**src/core/sys_ctrl_pkg.sv**
```systemverilog
package sys_ctrl_pkg;

   // i/o decode
   localparam logic [15:0] PORT_ADDR        = 16'h0061;

   // write and read field positions
   localparam int          GATE_BIT         = 0;
   localparam int          SPEAKER_BIT      = 1;
   localparam int          PARITY_EN_N_BIT  = 2;
   localparam int          CHAN_EN_N_BIT    = 3;
   localparam int          REFRESH_BIT      = 4;
   localparam int          TIMER_OUT_BIT    = 5;
   localparam int          CHAN_ERR_BIT     = 6;
   localparam int          PARITY_ERR_BIT   = 7;

   // error latch slots
   localparam int          LATCH_PARITY     = 0;
   localparam int          LATCH_CHAN       = 1;
   localparam int          LATCH_COUNT      = 2;

   // values after reset
   localparam logic        GATE_RESET       = 1'b0;
   localparam logic        SPEAKER_RESET    = 1'b0;
   localparam logic        PARITY_EN_N_RST  = 1'b1;
   localparam logic        CHAN_EN_N_RST    = 1'b1;
   localparam logic        REFRESH_RESET    = 1'b0;
   localparam logic [7:0]  READ_DATA_RESET  = 8'h00;

   // read answer latency in clock cycles
   localparam int          READ_LATENCY     = 1;

endpackage : sys_ctrl_pkg

```
**src/core/err_latch_if.sv**
```systemverilog
interface err_latch_if #(
   parameter int N = 2
);
   logic [N-1:0] enableN;
   logic [N-1:0] errIn;
   logic [N-1:0] latched;

   modport ctrl  (output enableN, output errIn, input latched);
   modport latch (input enableN, input errIn, output latched);
endinterface : err_latch_if

```
**src/core/error_latch_bank.sv**
```systemverilog
module error_latch_bank #(
   parameter int N = 2
) (
   // clock and reset
   input  wire logic   clk,
   input  wire logic   reset,
   // enables, error inputs and latched flags
   err_latch_if.latch  errs
);

   initial begin
      if (N < 1) begin
         $error("error_latch_bank needs at least one latch");
      end
   end

   typedef struct packed {
      logic [N-1:0] flags;
   } latch_state_t;

   latch_state_t state_reg;
   latch_state_t state_next;

   always_comb begin
      state_next = state_reg;
      for (int i = 0; i < N; i++) begin
         // set while enabled, held clear while disabled
         if (errs.enableN[i]) begin
            state_next.flags[i] = 1'b0;
         end else if (errs.errIn[i]) begin
            state_next.flags[i] = 1'b1;
         end
      end
   end

   always_ff @(posedge clk) begin
      if (reset) begin
         state_reg <= '0;
      end else begin
         state_reg <= state_next;
      end
   end

   genvar g;
   generate
      for (g = 0; g < N; g++) begin : gen_out
         assign errs.latched[g] = state_reg.flags[g];

      end
   endgenerate
endmodule : error_latch_bank

```
**src/core/system_control_port_b.sv**
```systemverilog
module system_control_port_b #(
   parameter int ADDR_W = 16
) (
   // clock and reset
   input  wire logic              clk,
   input  wire logic              reset,
   // host i/o bus
   input  wire logic [ADDR_W-1:0] ioAddr,
   input  wire logic              ioWr,
   input  wire logic              ioRd,
   input  wire logic [7:0]        ioWrData,
   output logic      [7:0]        ioRdData,
   output logic                   ioRdValid,
   // system events
   input  wire logic              refreshReq,
   input  wire logic              timer2Out,
   input  wire logic              parityErr,
   input  wire logic              chanCheckErr,
   // controls
   output logic                   timer2Gate,
   output logic                   speakerDataEn,
   output logic                   parityErrFlag,
   output logic                   chanCheckErrFlag
);

   initial begin
      if (ADDR_W < 16) begin
         $error("system_control_port_b needs a 16-bit i/o address");
      end
   end

   ////////////////////////////////////////////////////////////////////////////
   // state

   typedef struct packed {
      logic       gate;
      logic       speaker;
      logic       parityEnN;
      logic       chanEnN;
      logic       refreshToggle;
      logic       timerOut;
      logic [7:0] rdData;
      logic       rdValid;
   } port_state_t;

   port_state_t state_reg;
   port_state_t state_next;

   logic        hit;
   logic        wrHit;
   logic        rdHit;

   err_latch_if #(.N(sys_ctrl_pkg::LATCH_COUNT)) errs ();

   assign hit   = (ioAddr[15:0] == sys_ctrl_pkg::PORT_ADDR)
                  && ((ADDR_W == 16) || (ioAddr >> 16) == '0);
   assign wrHit = hit && ioWr;
   assign rdHit = hit && ioRd;

   ////////////////////////////////////////////////////////////////////////////
   // error latches

   assign errs.enableN[sys_ctrl_pkg::LATCH_PARITY] = state_reg.parityEnN;
   assign errs.enableN[sys_ctrl_pkg::LATCH_CHAN]   = state_reg.chanEnN;
   assign errs.errIn[sys_ctrl_pkg::LATCH_PARITY]   = parityErr;
   assign errs.errIn[sys_ctrl_pkg::LATCH_CHAN]     = chanCheckErr;

   error_latch_bank #(
      .N     (sys_ctrl_pkg::LATCH_COUNT)
   ) u_latches (
      .clk   (clk),
      .reset (reset),
      .errs  (errs.latch)
   );

   ////////////////////////////////////////////////////////////////////////////
   // next state

   always_comb begin
      state_next         = state_reg;
      state_next.rdValid = 1'b0;
      state_next.timerOut = timer2Out;
      if (refreshReq) begin
         state_next.refreshToggle = !state_reg.refreshToggle;
      end
      if (wrHit) begin
         state_next.gate      = ioWrData[sys_ctrl_pkg::GATE_BIT];
         state_next.speaker   = ioWrData[sys_ctrl_pkg::SPEAKER_BIT];
         state_next.parityEnN = ioWrData[sys_ctrl_pkg::PARITY_EN_N_BIT];
         state_next.chanEnN   = ioWrData[sys_ctrl_pkg::CHAN_EN_N_BIT];
      end
      if (rdHit) begin
         state_next.rdValid = 1'b1;
         state_next.rdData[sys_ctrl_pkg::GATE_BIT]        = state_reg.gate;
         state_next.rdData[sys_ctrl_pkg::SPEAKER_BIT]     = state_reg.speaker;
         state_next.rdData[sys_ctrl_pkg::PARITY_EN_N_BIT] = state_reg.parityEnN;
         state_next.rdData[sys_ctrl_pkg::CHAN_EN_N_BIT]   = state_reg.chanEnN;
         state_next.rdData[sys_ctrl_pkg::REFRESH_BIT]     = state_reg.refreshToggle;
         state_next.rdData[sys_ctrl_pkg::TIMER_OUT_BIT]   = state_reg.timerOut;
         state_next.rdData[sys_ctrl_pkg::CHAN_ERR_BIT]    =
            errs.latched[sys_ctrl_pkg::LATCH_CHAN];
         state_next.rdData[sys_ctrl_pkg::PARITY_ERR_BIT]  =
            errs.latched[sys_ctrl_pkg::LATCH_PARITY];
      end
   end

   ////////////////////////////////////////////////////////////////////////////
   // registers

   always_ff @(posedge clk) begin
      if (reset) begin
         state_reg.gate          <= sys_ctrl_pkg::GATE_RESET;
         state_reg.speaker       <= sys_ctrl_pkg::SPEAKER_RESET;
         state_reg.parityEnN     <= sys_ctrl_pkg::PARITY_EN_N_RST;
         state_reg.chanEnN       <= sys_ctrl_pkg::CHAN_EN_N_RST;
         state_reg.refreshToggle <= sys_ctrl_pkg::REFRESH_RESET;
         state_reg.timerOut      <= 1'b0;
         state_reg.rdData        <= sys_ctrl_pkg::READ_DATA_RESET;
         state_reg.rdValid       <= 1'b0;
      end else begin
         state_reg <= state_next;
      end
   end

   assign ioRdData         = state_reg.rdData;
   assign ioRdValid        = state_reg.rdValid;
   assign timer2Gate       = state_reg.gate;
   assign speakerDataEn    = state_reg.speaker;
   assign parityErrFlag    = errs.latched[sys_ctrl_pkg::LATCH_PARITY];
   assign chanCheckErrFlag = errs.latched[sys_ctrl_pkg::LATCH_CHAN];
endmodule : system_control_port_b

```
**config.mk**
```make
export PLATFORM = sky130hd
export DESIGN_NAME = system_control_port_b
export DESIGN_NICKNAME = d
export VERILOG_FILES = /design/src/core/sys_ctrl_pkg.sv /design/src/core/err_latch_if.sv /design/src/core/error_latch_bank.sv /design/src/core/system_control_port_b.sv
export SDC_FILE = /design/constraint.sdc
export NUM_CORES = 1
export LEC_CHECK = 0
export ABC_AREA = 1
export BUFFER_PORTS_ARGS = -buffer_cell sky130_fd_sc_hd__buf_4
export CAP_MARGIN = 40
export CORE_ASPECT_RATIO = 0.7
export CORE_MARGIN = 2
export CORE_UTILIZATION = 48
export DETAILED_ROUTE_END_ITERATION = 12
export GPL_ROUTABILITY_DRIVEN = 0
export HOLD_SLACK_MARGIN = 0.03
export PLACE_DENSITY = 0.83
export SETUP_SLACK_MARGIN = 0.2
export SLEW_MARGIN = 0
export SYNTH_ARGS = -nofsm -noshare
export SYNTH_HDL_FRONTEND = slang
export SYNTH_SLANG_ARGS = --single-unit
```
**constraint.sdc**
```tcl
create_clock -name clk -period 1.45 [get_ports clk]
set_input_delay 0.29 -clock clk [delete_from_list [all_inputs] [get_ports clk]]
set_output_delay 0.29 -clock clk [all_outputs]
set_load 0.02 [all_outputs]
```
== Word-level counts from Yosys, hierarchy flattened ==
Index checks and enable logic that the tools add are counted.
W data, S select, Z words.
Cells by class
  bitwise logic cells: 0
  shift-type cells: 0
  magnitude comparators: 0
  $add $sub $neg: 0
  muxes and demuxes: 1
  reductions and logical operators: 5
  equality and inequality tests: 1
  multipliers: 0
  divide/modulo/power cells: 0
Operators by type and width (number)
  $eq A16 B7 Y1 const B: 1
  $reduce_or A2 Y1: 2
  $logic_and A1 B1 Y1: 2
  $logic_not A1 Y1: 1
  $mux W1: 1
Word-level totals
  word-level logic and storage cells: 17
  bits in writable memories: 0
  input port bits: 32
  latch bits: 0
  memory bits (read-only): 0
  output and inout port bits: 13
  register bits: 17
  memories: 0

== Longest topological paths before layout ==
Gate-level depths: netlist (run 1).
  word-level depth: 3
  mapped depth: 8
  gate-level depth less buffers: 8

== Modules after synthesis ==
Synthesis (run 1) repeated with hierarchy kept, for this count alone.
Unflattened totals
  cell total of the unflattened synthesis: 147
  area total of the unflattened synthesis: 988.4 um^2
Modules (own cells, without submodules)
  system_control_port_b: instances 1, area each 914.6 um^2, seq. area each 300.3 um^2, cells each 136
  error_latch_bank: instances 1, area each 73.8 um^2, seq. area each 40.0 um^2, cells each 11

== Least setup slack after synthesis (run 1) ==
Ideal clock, no wire load.
  path type: input to register
  from: in ioAddr[4]
  to: reg state_reg (netlist bit ioRdData[0])
  data required time: 1340 ps
  buffers on the path: 1
  arrival: 973 ps
  path slack: 367 ps
  cell stages on the path: 7
  setup time: 110 ps
  cells stage by stage: nor2_1 > nand2_1 > nor2_2 > buf_4 > nand4_1 > nand2_1 > nor2_1
On the way
  word-level cells in the longest chain between the ends: 2
Ends and longest elaborated chain
  start, declared: RTL line system_control_port_b.sv:8  | input wire logic [ADDR_W-1:0] ioAddr,
  $eq A16 B7 Y1: RTL line system_control_port_b.sv:55  | assign hit = (ioAddr[15:0] == sys_ctrl_pkg::PORT_ADDR)
  $logic_and A1 B1 Y1: RTL line system_control_port_b.sv:58  | assign rdHit = hit && ioRd;
  end signal, assigned: RTL line system_control_port_b.sv:121  | state_reg <= state_next;
  end, declared: RTL line system_control_port_b.sv:46  | port_state_t state_reg;
Every way passes these cells.
A chain may end at the register's enable or synchronous reset.

== Final worst setup path (run 1) ==
  from: reg u_latches.state_reg (netlist bit u_latches.errs.latched[0])
  to: out parityErrFlag
RTL lines
  start, declared: RTL line error_latch_bank.sv:21  | latch_state_t state_reg;
  start signal, assigned: RTL line error_latch_bank.sv:40  | state_reg <= state_next;
  end, declared: RTL line system_control_port_b.sv:22  | output logic parityErrFlag,
No word-level cell between the ends.

==> qor.csv, run 1 <==
stage,metric,value,unit
finish,Inserted Diodes,0,
yosys,syn avg cell area,6.36,um2
hold_path,HP Class,in2reg,
routing,wire length per cell,10.3,um
clocking,number of CTS-inserted buffers,3,
timing,final hold vios,0,
yosys,largest family of logic cells by synthesized area,simple AND/OR/NAND/NOR gates,
run,# Max-Cap Violations,0,
routing,drt drc,0,
floorplan,die height,40.5,um
routing,first-pass detailed-route iteration total,4,
critical_path,slowest library cell on the worst path,dfxtp_1,
yosys,sequential cell area fraction in the yosys report,37.2,%
timing,Slew @ Worst Pin,0.341,ns
floorplan,initial core utilization,50.3,%
pwr,Total Power,826,uW
pwr,Leak Pwr,0.000649,uW
floorplan,I/O pins,45,
yosys,share of the synthesized area in the top cell type,37.2,%
yosys,"EDFF count, synth",0,
pwr,peak supply drop,0.000439,V
grt,vias in the first global route,820,
clocking,Worst-path clk slew,0.09,ns
clocking,"Setup Fix Bufs, Post-CTS",0,
timing,Final Max Tran Viols,0,
timing,Final setup viols,0,
yosys,simple-gate share of the synthesized area,38.9,%
timing,setup_tns,0,ns
critical_path,CP required,1.16,ns
critical_path,crit start category,register,
placement,count of port buffers added during placement,40,
critical_path,internal reg-to-reg setup slack,0.73,ns
yosys,mux cell area share after synthesis,0,%
yosys,asr flop ratio synth,0,%
yosys,xor-xnor portion of the synthesized cell area,0.956,%
placement,Cells after DPL,198,
timing,"Min Clock Period, post-route",1.09,ns
critical_path,kind of critical path,reg2out,
yosys,top_reg_cell synth,dfxtp_1,
floorplan,Core Area,0.00182,mm2
clocking,TritonCTS clock tree,built,
yosys,"top cells by count, synth","inv_1, nand2_1, nor2_1",
grt,largest net degree at the start of global routing,13,
yosys,most frequent cell after synthesis,inv_1,
timing,period utilisation layout,75.4,%
status,outcome,finished clean,
clocking,clk sinks,17,
placement,DP HPWL,1670,um
floorplan,full die area,0.00228,mm2
clocking,H-Tree Depth,1,
floorplan,row count,13,
finish,Multi-input gate area,365,um2
yosys,cells after synthesis,144,
yosys,#FFs+latches synth,17,
grt,aggregate global routing overflow,0,
yosys,post-synth cell types,14,
critical_path,crit-path cells,buf_4,
critical_path,Worst path max stage delay,0.36,ns
yosys,adder-cell share of the synthesized area,0,%
timing,Rel. slew slack,77.2,%
pwr,pwr dens,678,mW/mm2
finish,storage element area,340,um2
grt,initial antenna violation count,0,
critical_path,Worst EP arrival,0.80,ns
clocking,"Clk Latency, worst-skew pair",0.29,ns
floorplan,Die W,56.2,um
clocking,# hold bufs at CTS,0,
finish,# nets final,213,
grt,GRT Overall Usage,19.1,%
timing,unrepaired setup endpoints after global routing,false,
clocking,Resized cells post-CTS,0,
finish,Layout area overhead,32.9,%
finish,number of flip-flops in the largest register,8,
routing,Starting DRT DRC Count,23,
finish,fill cell count,169,
critical_path,CP Capture Type,output port,
critical_path,Crit path max-delay family,flip-flops,
yosys,synth warn,0,
routing,"antenna viol nets, final",0,
finish,fraction of layout cells with a size suffix above 1,27.8,%
critical_path,"Buf+Inv Stages, Crit Path",1,
yosys,compound-gate portion of the synthesized area,0,%
clocking,clock root cell,clkbuf_4,
routing,Via Count,930,
clocking,maximum root-to-sink buffer count,2,
routing,Vias/cell,4.60,
timing,clock skew,0.00161,ns
routing,drt total wl,2090,um
timing,FMAX,0.915,GHz
finish,Post-Layout Cell Count,202,
yosys,Mapped Nets,176,
grt,first-pass GRT wire length,3220,um
yosys,cell taking the most area after synthesis,dfxtp_1,
yosys,synthesized area,916,um2
yosys,"top cells by area, synth","dfxtp_1, inv_1, nand2_1",
critical_path,CP max FO,3,
## stage by stage
stage / area, um2 / hold slack [ns] / util, % / setup WS [ns]
floorplan: 916 / 0.361 / - / 0.367
global placement: 1190 / 0.438 / 65.4 / 0.202
detailed placement: 1190 / 0.447 / 65.4 / 0.154
CTS: 1220 / 0.188 / 66.8 / 0.346
global route: 1220 / 0.179 / 66.8 / 0.291
finish: 1220 / 0.199 / 66.8 / 0.357
## placed cells by master, fill, tap and decap left out
cell type | Yosys | final
buf_4 | 10 | 44
nor3_1 | 2 | 2
nand2_1 | 28 | 28
nand3_2 | 1 | 1
nand3b_1 | 1 | 1
nor2_1 | 28 | 28
clkbuf_4 | 0 | 3
inv_1 | 34 | 34
dfxtp_1 | 17 | 17
nand4_1 | 13 | 13
nand3_1 | 5 | 5
clkbuf_1 | 1 | 1
xnor2_1 | 1 | 1
nor2_2 | 2 | 2
## power breakdown
group / switching (uW) / internal [uW] / leakage (uW)
registers: 2.33 / 471 / 0.000138
clock network: 136 / 107 / 0.0000150
logic: 47.5 / 61.9 / 0.000496
## path summary, 6_finish.rpt
| check | depth (start not counted) | start | endpoint |
|---|---|---|---|
| setup / recovery | 1 | u_latches.errs.latched[0]$_SDFFE_PP0P_ | parityErrFlag |
| hold reg to reg | 1 | errs.enableN[1]$_SDFFE_PP1P_ | u_latches.errs.latched[1]$_SDFFE_PP0P_ |
| setup reg to reg | 4 | errs.enableN[0]$_SDFFE_PP1P_ | ioRdData[2]$_SDFFE_PP0P_ |
| hold / removal | 3 | timer2Out | state_reg[9]$_SDFF_PP0_ |
## layout make-up
cell class,instances,share of cell area (%)
multi-input combinational,81,30.0
clock buffer,4,2.16
inverter,34,10.5
timing repair buffer,44,27.1
sequential,17,28.0
tap,22,2.26
## per-layer routing
metal | global-route usage, % | wire, um | up-vias
met5 | 0 | 0 | -
li1 | - | - | 493
met2 | 39.7 | 1030 | 36
met4 | 7.14 | 41 | 0
met3 | 6.77 | 145 | 6
met1 | 18.4 | 865 | 395
## logic make-up (layout without fill, tap and decap cells)
group | Yosys count | count (layout)
buffers and inverters | 46 | 82
DFF | 17 | 17
xor gates and xnor gates | 1 | 1
and+or+nand+nor | 80 | 80
Note: power is estimated with default switching activity, not from simulation.
==> inputs of run 2 (changes only) <==
Settings changed: ABC_AREA 1 to 0, CORE_UTILIZATION 48 to 37, PLACE_DENSITY 0.83 to 0.73.
Clock period 1.45 ns to 1 ns, I/O delays scaled along.
==> run 2 against run 1 <==
Sequential power is 45% higher. Register-to-register slack worse by 0.47 ns. First-iteration DRC count is 26% lower. Wire length is 4.4% lower. Final area is 3.7% lower. Sequential share of layout area is 2.5 points higher. Critical endpoint is now ioRdData[5]$_SDFFE_PP0P_. Largest power group unchanged. Highest routed layer unchanged.
==> qor.csv, run 2 <==
stage,metric,value,unit
status,outcome,finished clean,
yosys,"top cells by count, synth","dfxtp_1, a21oi_1, nand3_1, o21ai_0, buf_4",
routing,wire length per cell,14.1,um
critical_path,critical path depth in cells,6,
routing,drt drc,0,
yosys,"top cells by area, synth","dfxtp_1, buf_4, a21oi_1",
pwr,pwr dens,1030,mW/mm2
placement,count of port buffers added during placement,40,
timing,Final setup viols,0,
finish,Post-Route Utilization,62.7,%
critical_path,internal reg-to-reg setup slack,0.26,ns
critical_path,CP max FO,10,
yosys,most frequent cell after synthesis,dfxtp_1,
pwr,Leak Pwr,0.000507,uW
yosys,sequential cell area fraction in the yosys report,46.3,%
critical_path,Crit path max-delay family,simple AND/OR/NAND/NOR gates,
critical_path,CP required,1.19,ns
floorplan,Core Area,0.00187,mm2
yosys,synth warn,0,
yosys,Mapped Nets,113,
timing,post-route worst setup slack,0.0139,ns
timing,"Min Clock Period, post-route",0.986,ns
clocking,clk sinks,17,
critical_path,worst r2r src,u_latches.errs.latched[1]$_SDFFE_PP0P_,
routing,first-pass detailed-route iteration total,4,
pwr,Total Power,1200,uW
yosys,syn avg cell area,9.07,um2
yosys,#FFs+latches synth,17,
routing,"antenna viol nets, final",0,
finish,fraction of layout cells with a size suffix above 1,58.0,%
grt,first-pass GRT wire length,3230,um
finish,Inserted Diodes,0,
critical_path,CP startpoint,ioAddr[10],
critical_path,Crit path top cell by count,buf_6,
yosys,post-synth cell types,19,
critical_path,Worst path max stage delay,0.32,ns
timing,Final Max Tran Viols,0,
clocking,H-Tree Depth,1,
placement,Post-DP Area,0.00101,mm2
critical_path,crit-path cells,"buf_6, nor4_4, nand4_1, buf_6, o21ai_0, a21oi_1",
finish,number of flip-flops in the largest register,8,
yosys,asr flop ratio synth,0,%
finish,"commonest non-fill, non-tap cell in the layout",buf_4,
pwr,peak supply drop,0.000704,V
grt,largest net degree at the start of global routing,18,
hold_path,HP Class,in2reg,
routing,Via Count,729,
clocking,"Clk Latency, worst-skew pair",0.30,ns
timing,final hold vios,0,
clocking,TritonCTS clock tree,built,
floorplan,row count,13,
critical_path,"Buf+Inv Stages, Crit Path",2,
critical_path,crit start category,primary input,
critical_path,Critical Path End,ioRdData[5]$_SDFFE_PP0P_,
finish,most frequent cells in the layout,"buf_4, buf_6, dfxtp_2",
yosys,synthesized area,734,um2
grt,GRT Overall Usage,19.3,%
yosys,cells after synthesis,81,
critical_path,kind of critical path,in2reg,
finish,# nets final,152,
floorplan,full die area,0.00236,mm2
routing,Starting DRT DRC Count,17,
floorplan,initial core utilization,39.3,%
yosys,"EDFF count, synth",0,
timing,clock skew,0.000263,ns
finish,Layout area overhead,59.6,%
grt,initial antenna violation count,0,
critical_path,worst r2r path cells,2,
run,# Max-Cap Violations,0,
critical_path,RR Endpoint,u_latches.errs.latched[1]$_SDFFE_PP0P_,
yosys,share of the synthesized area in the top cell type,46.3,%
floorplan,Die W,57.3,um
finish,Post-Layout Inst Area,0.00117,mm2
timing,Rel. slew slack,81.6,%
critical_path,slowest library cell on the worst path,nor4_4,
critical_path,CP Capture Type,register,
grt,vias in the first global route,696,
floorplan,I/O pins,45,
yosys,top_reg_cell synth,dfxtp_1,
timing,Slew @ Worst Pin,0.274,ns
timing,FMAX,1.01,GHz
routing,Vias/cell,5.17,
placement,DP Worst Slack,-0.350,ns
floorplan,die height,41.3,um
clocking,number of CTS-inserted buffers,3,
clocking,Worst-path clk slew,0.10,ns
clocking,maximum root-to-sink buffer count,2,
routing,drt total wl,2000,um
timing,period utilisation layout,98.6,%
yosys,cell taking the most area after synthesis,dfxtp_1,
clocking,clock root cell,clkbuf_4,
grt,aggregate global routing overflow,0,
critical_path,Worst EP arrival,1.18,ns
timing,unrepaired setup endpoints after global routing,true,
-- run 2: cell types whose count changed in the layout (fill, tap and decap cells not counted), moves of 3 or more --
cell / delta
nand4_1: -12
o21ai_0: +3
buf_4: -18
buf_6: +19
nand3_1: +5
nor2_1: -22
dfxtp_2: +13
a21oi_1: +10
dfxtp_1: -13
nand2_1: -27
o21ai_1: +7
inv_1: -32
-- run 2: area by class of cell --
| class | count | area [um2] |
|---|---|---|
| Fill cell | 159 | 698 |
| Multi-Input combinational cell | 51 | 344 |
| Sequential cell | 17 | 357 |
| Timing Repair Buffer | 45 | 409 |
| Clock inverter | 1 | 5.00 |
| Clock buffer | 3 | 22.5 |
| Inverter | 2 | 7.51 |
| Tap cell | 22 | 27.5 |
-- run 2: metrics by stage --
stage	hold slack (ns)	cells	TNS (ns)
after floorplan	0.310	81	-1.02
after global placement	0.394	132	-2.96
after detailed placement	0.400	132	-3.52
after CTS	0.0897	141	0
after global routing	0.0732	141	-0.176
final	0.0898	141	0
-- run 2: metal layers --
metal / up-vias / part of all wire (%) / global-route usage (%)
li1: 356 / - / -
met1: 331 / 44 / 22.8
met5: - / 0 / 0
met2: 38 / 48 / 34.5
met3: 4 / 7.3 / 5.99
met4: 0 / 1.1 / 6.98
-- run 2: worst register-to-register path: cells and delay by family (launching register included) --
| kind | cells | cell delay, ns |
|---|---|---|
| buf+inv | 1 | 0.13 |
| flops | 1 | 0.34 |
| compound gates | 1 | 0.17 |
-- run 2: what timing repair did --
action	CTS	global route
setup endpoints to repair	26	26
resized for setup	33	8
hold buffers	0	0
pin swaps	3	4
gates cloned	1	0
setup buffers	4	0
-- run 2: where the power goes --
part           internal, uW  total [uW]  switching (uW)
Combinational          90.9         152            61.0
Sequential              682         686            3.46
Clock                   149         367             218
Total                   922        1200             283
-- run 2: cells by family (layout without fill, tap and decap cells) --
group / after synthesis / after routing / share of synthesized area [%]
simple gates: 25 / 26 / 21.3
xor+xnor: 1 / 1 / 1.19
mux: 2 / 2 / 2.73
buf+inv: 14 / 51 / 12.8
flops: 17 / 17 / 46.3
compound gates: 22 / 22 / 15.7
-- run 2: worst min path at each step --
stage | slack (ns) | startpoint | endpoint | cells past startpoint
after floorplan | 0.31 | parityErr | u_latches.errs.latched[0]$_SDFFE_PP0P_ | 1
after global placement | 0.39 | parityErr | u_latches.errs.latched[0]$_SDFFE_PP0P_ | 2
after detailed placement | 0.40 | chanCheckErr | u_latches.errs.latched[1]$_SDFFE_PP0P_ | 2
after CTS | 0.09 | parityErr | u_latches.errs.latched[0]$_SDFFE_PP0P_ | 2
after global routing | 0.07 | chanCheckErr | u_latches.errs.latched[1]$_SDFFE_PP0P_ | 2
final | 0.09 | parityErr | u_latches.errs.latched[0]$_SDFFE_PP0P_ | 2
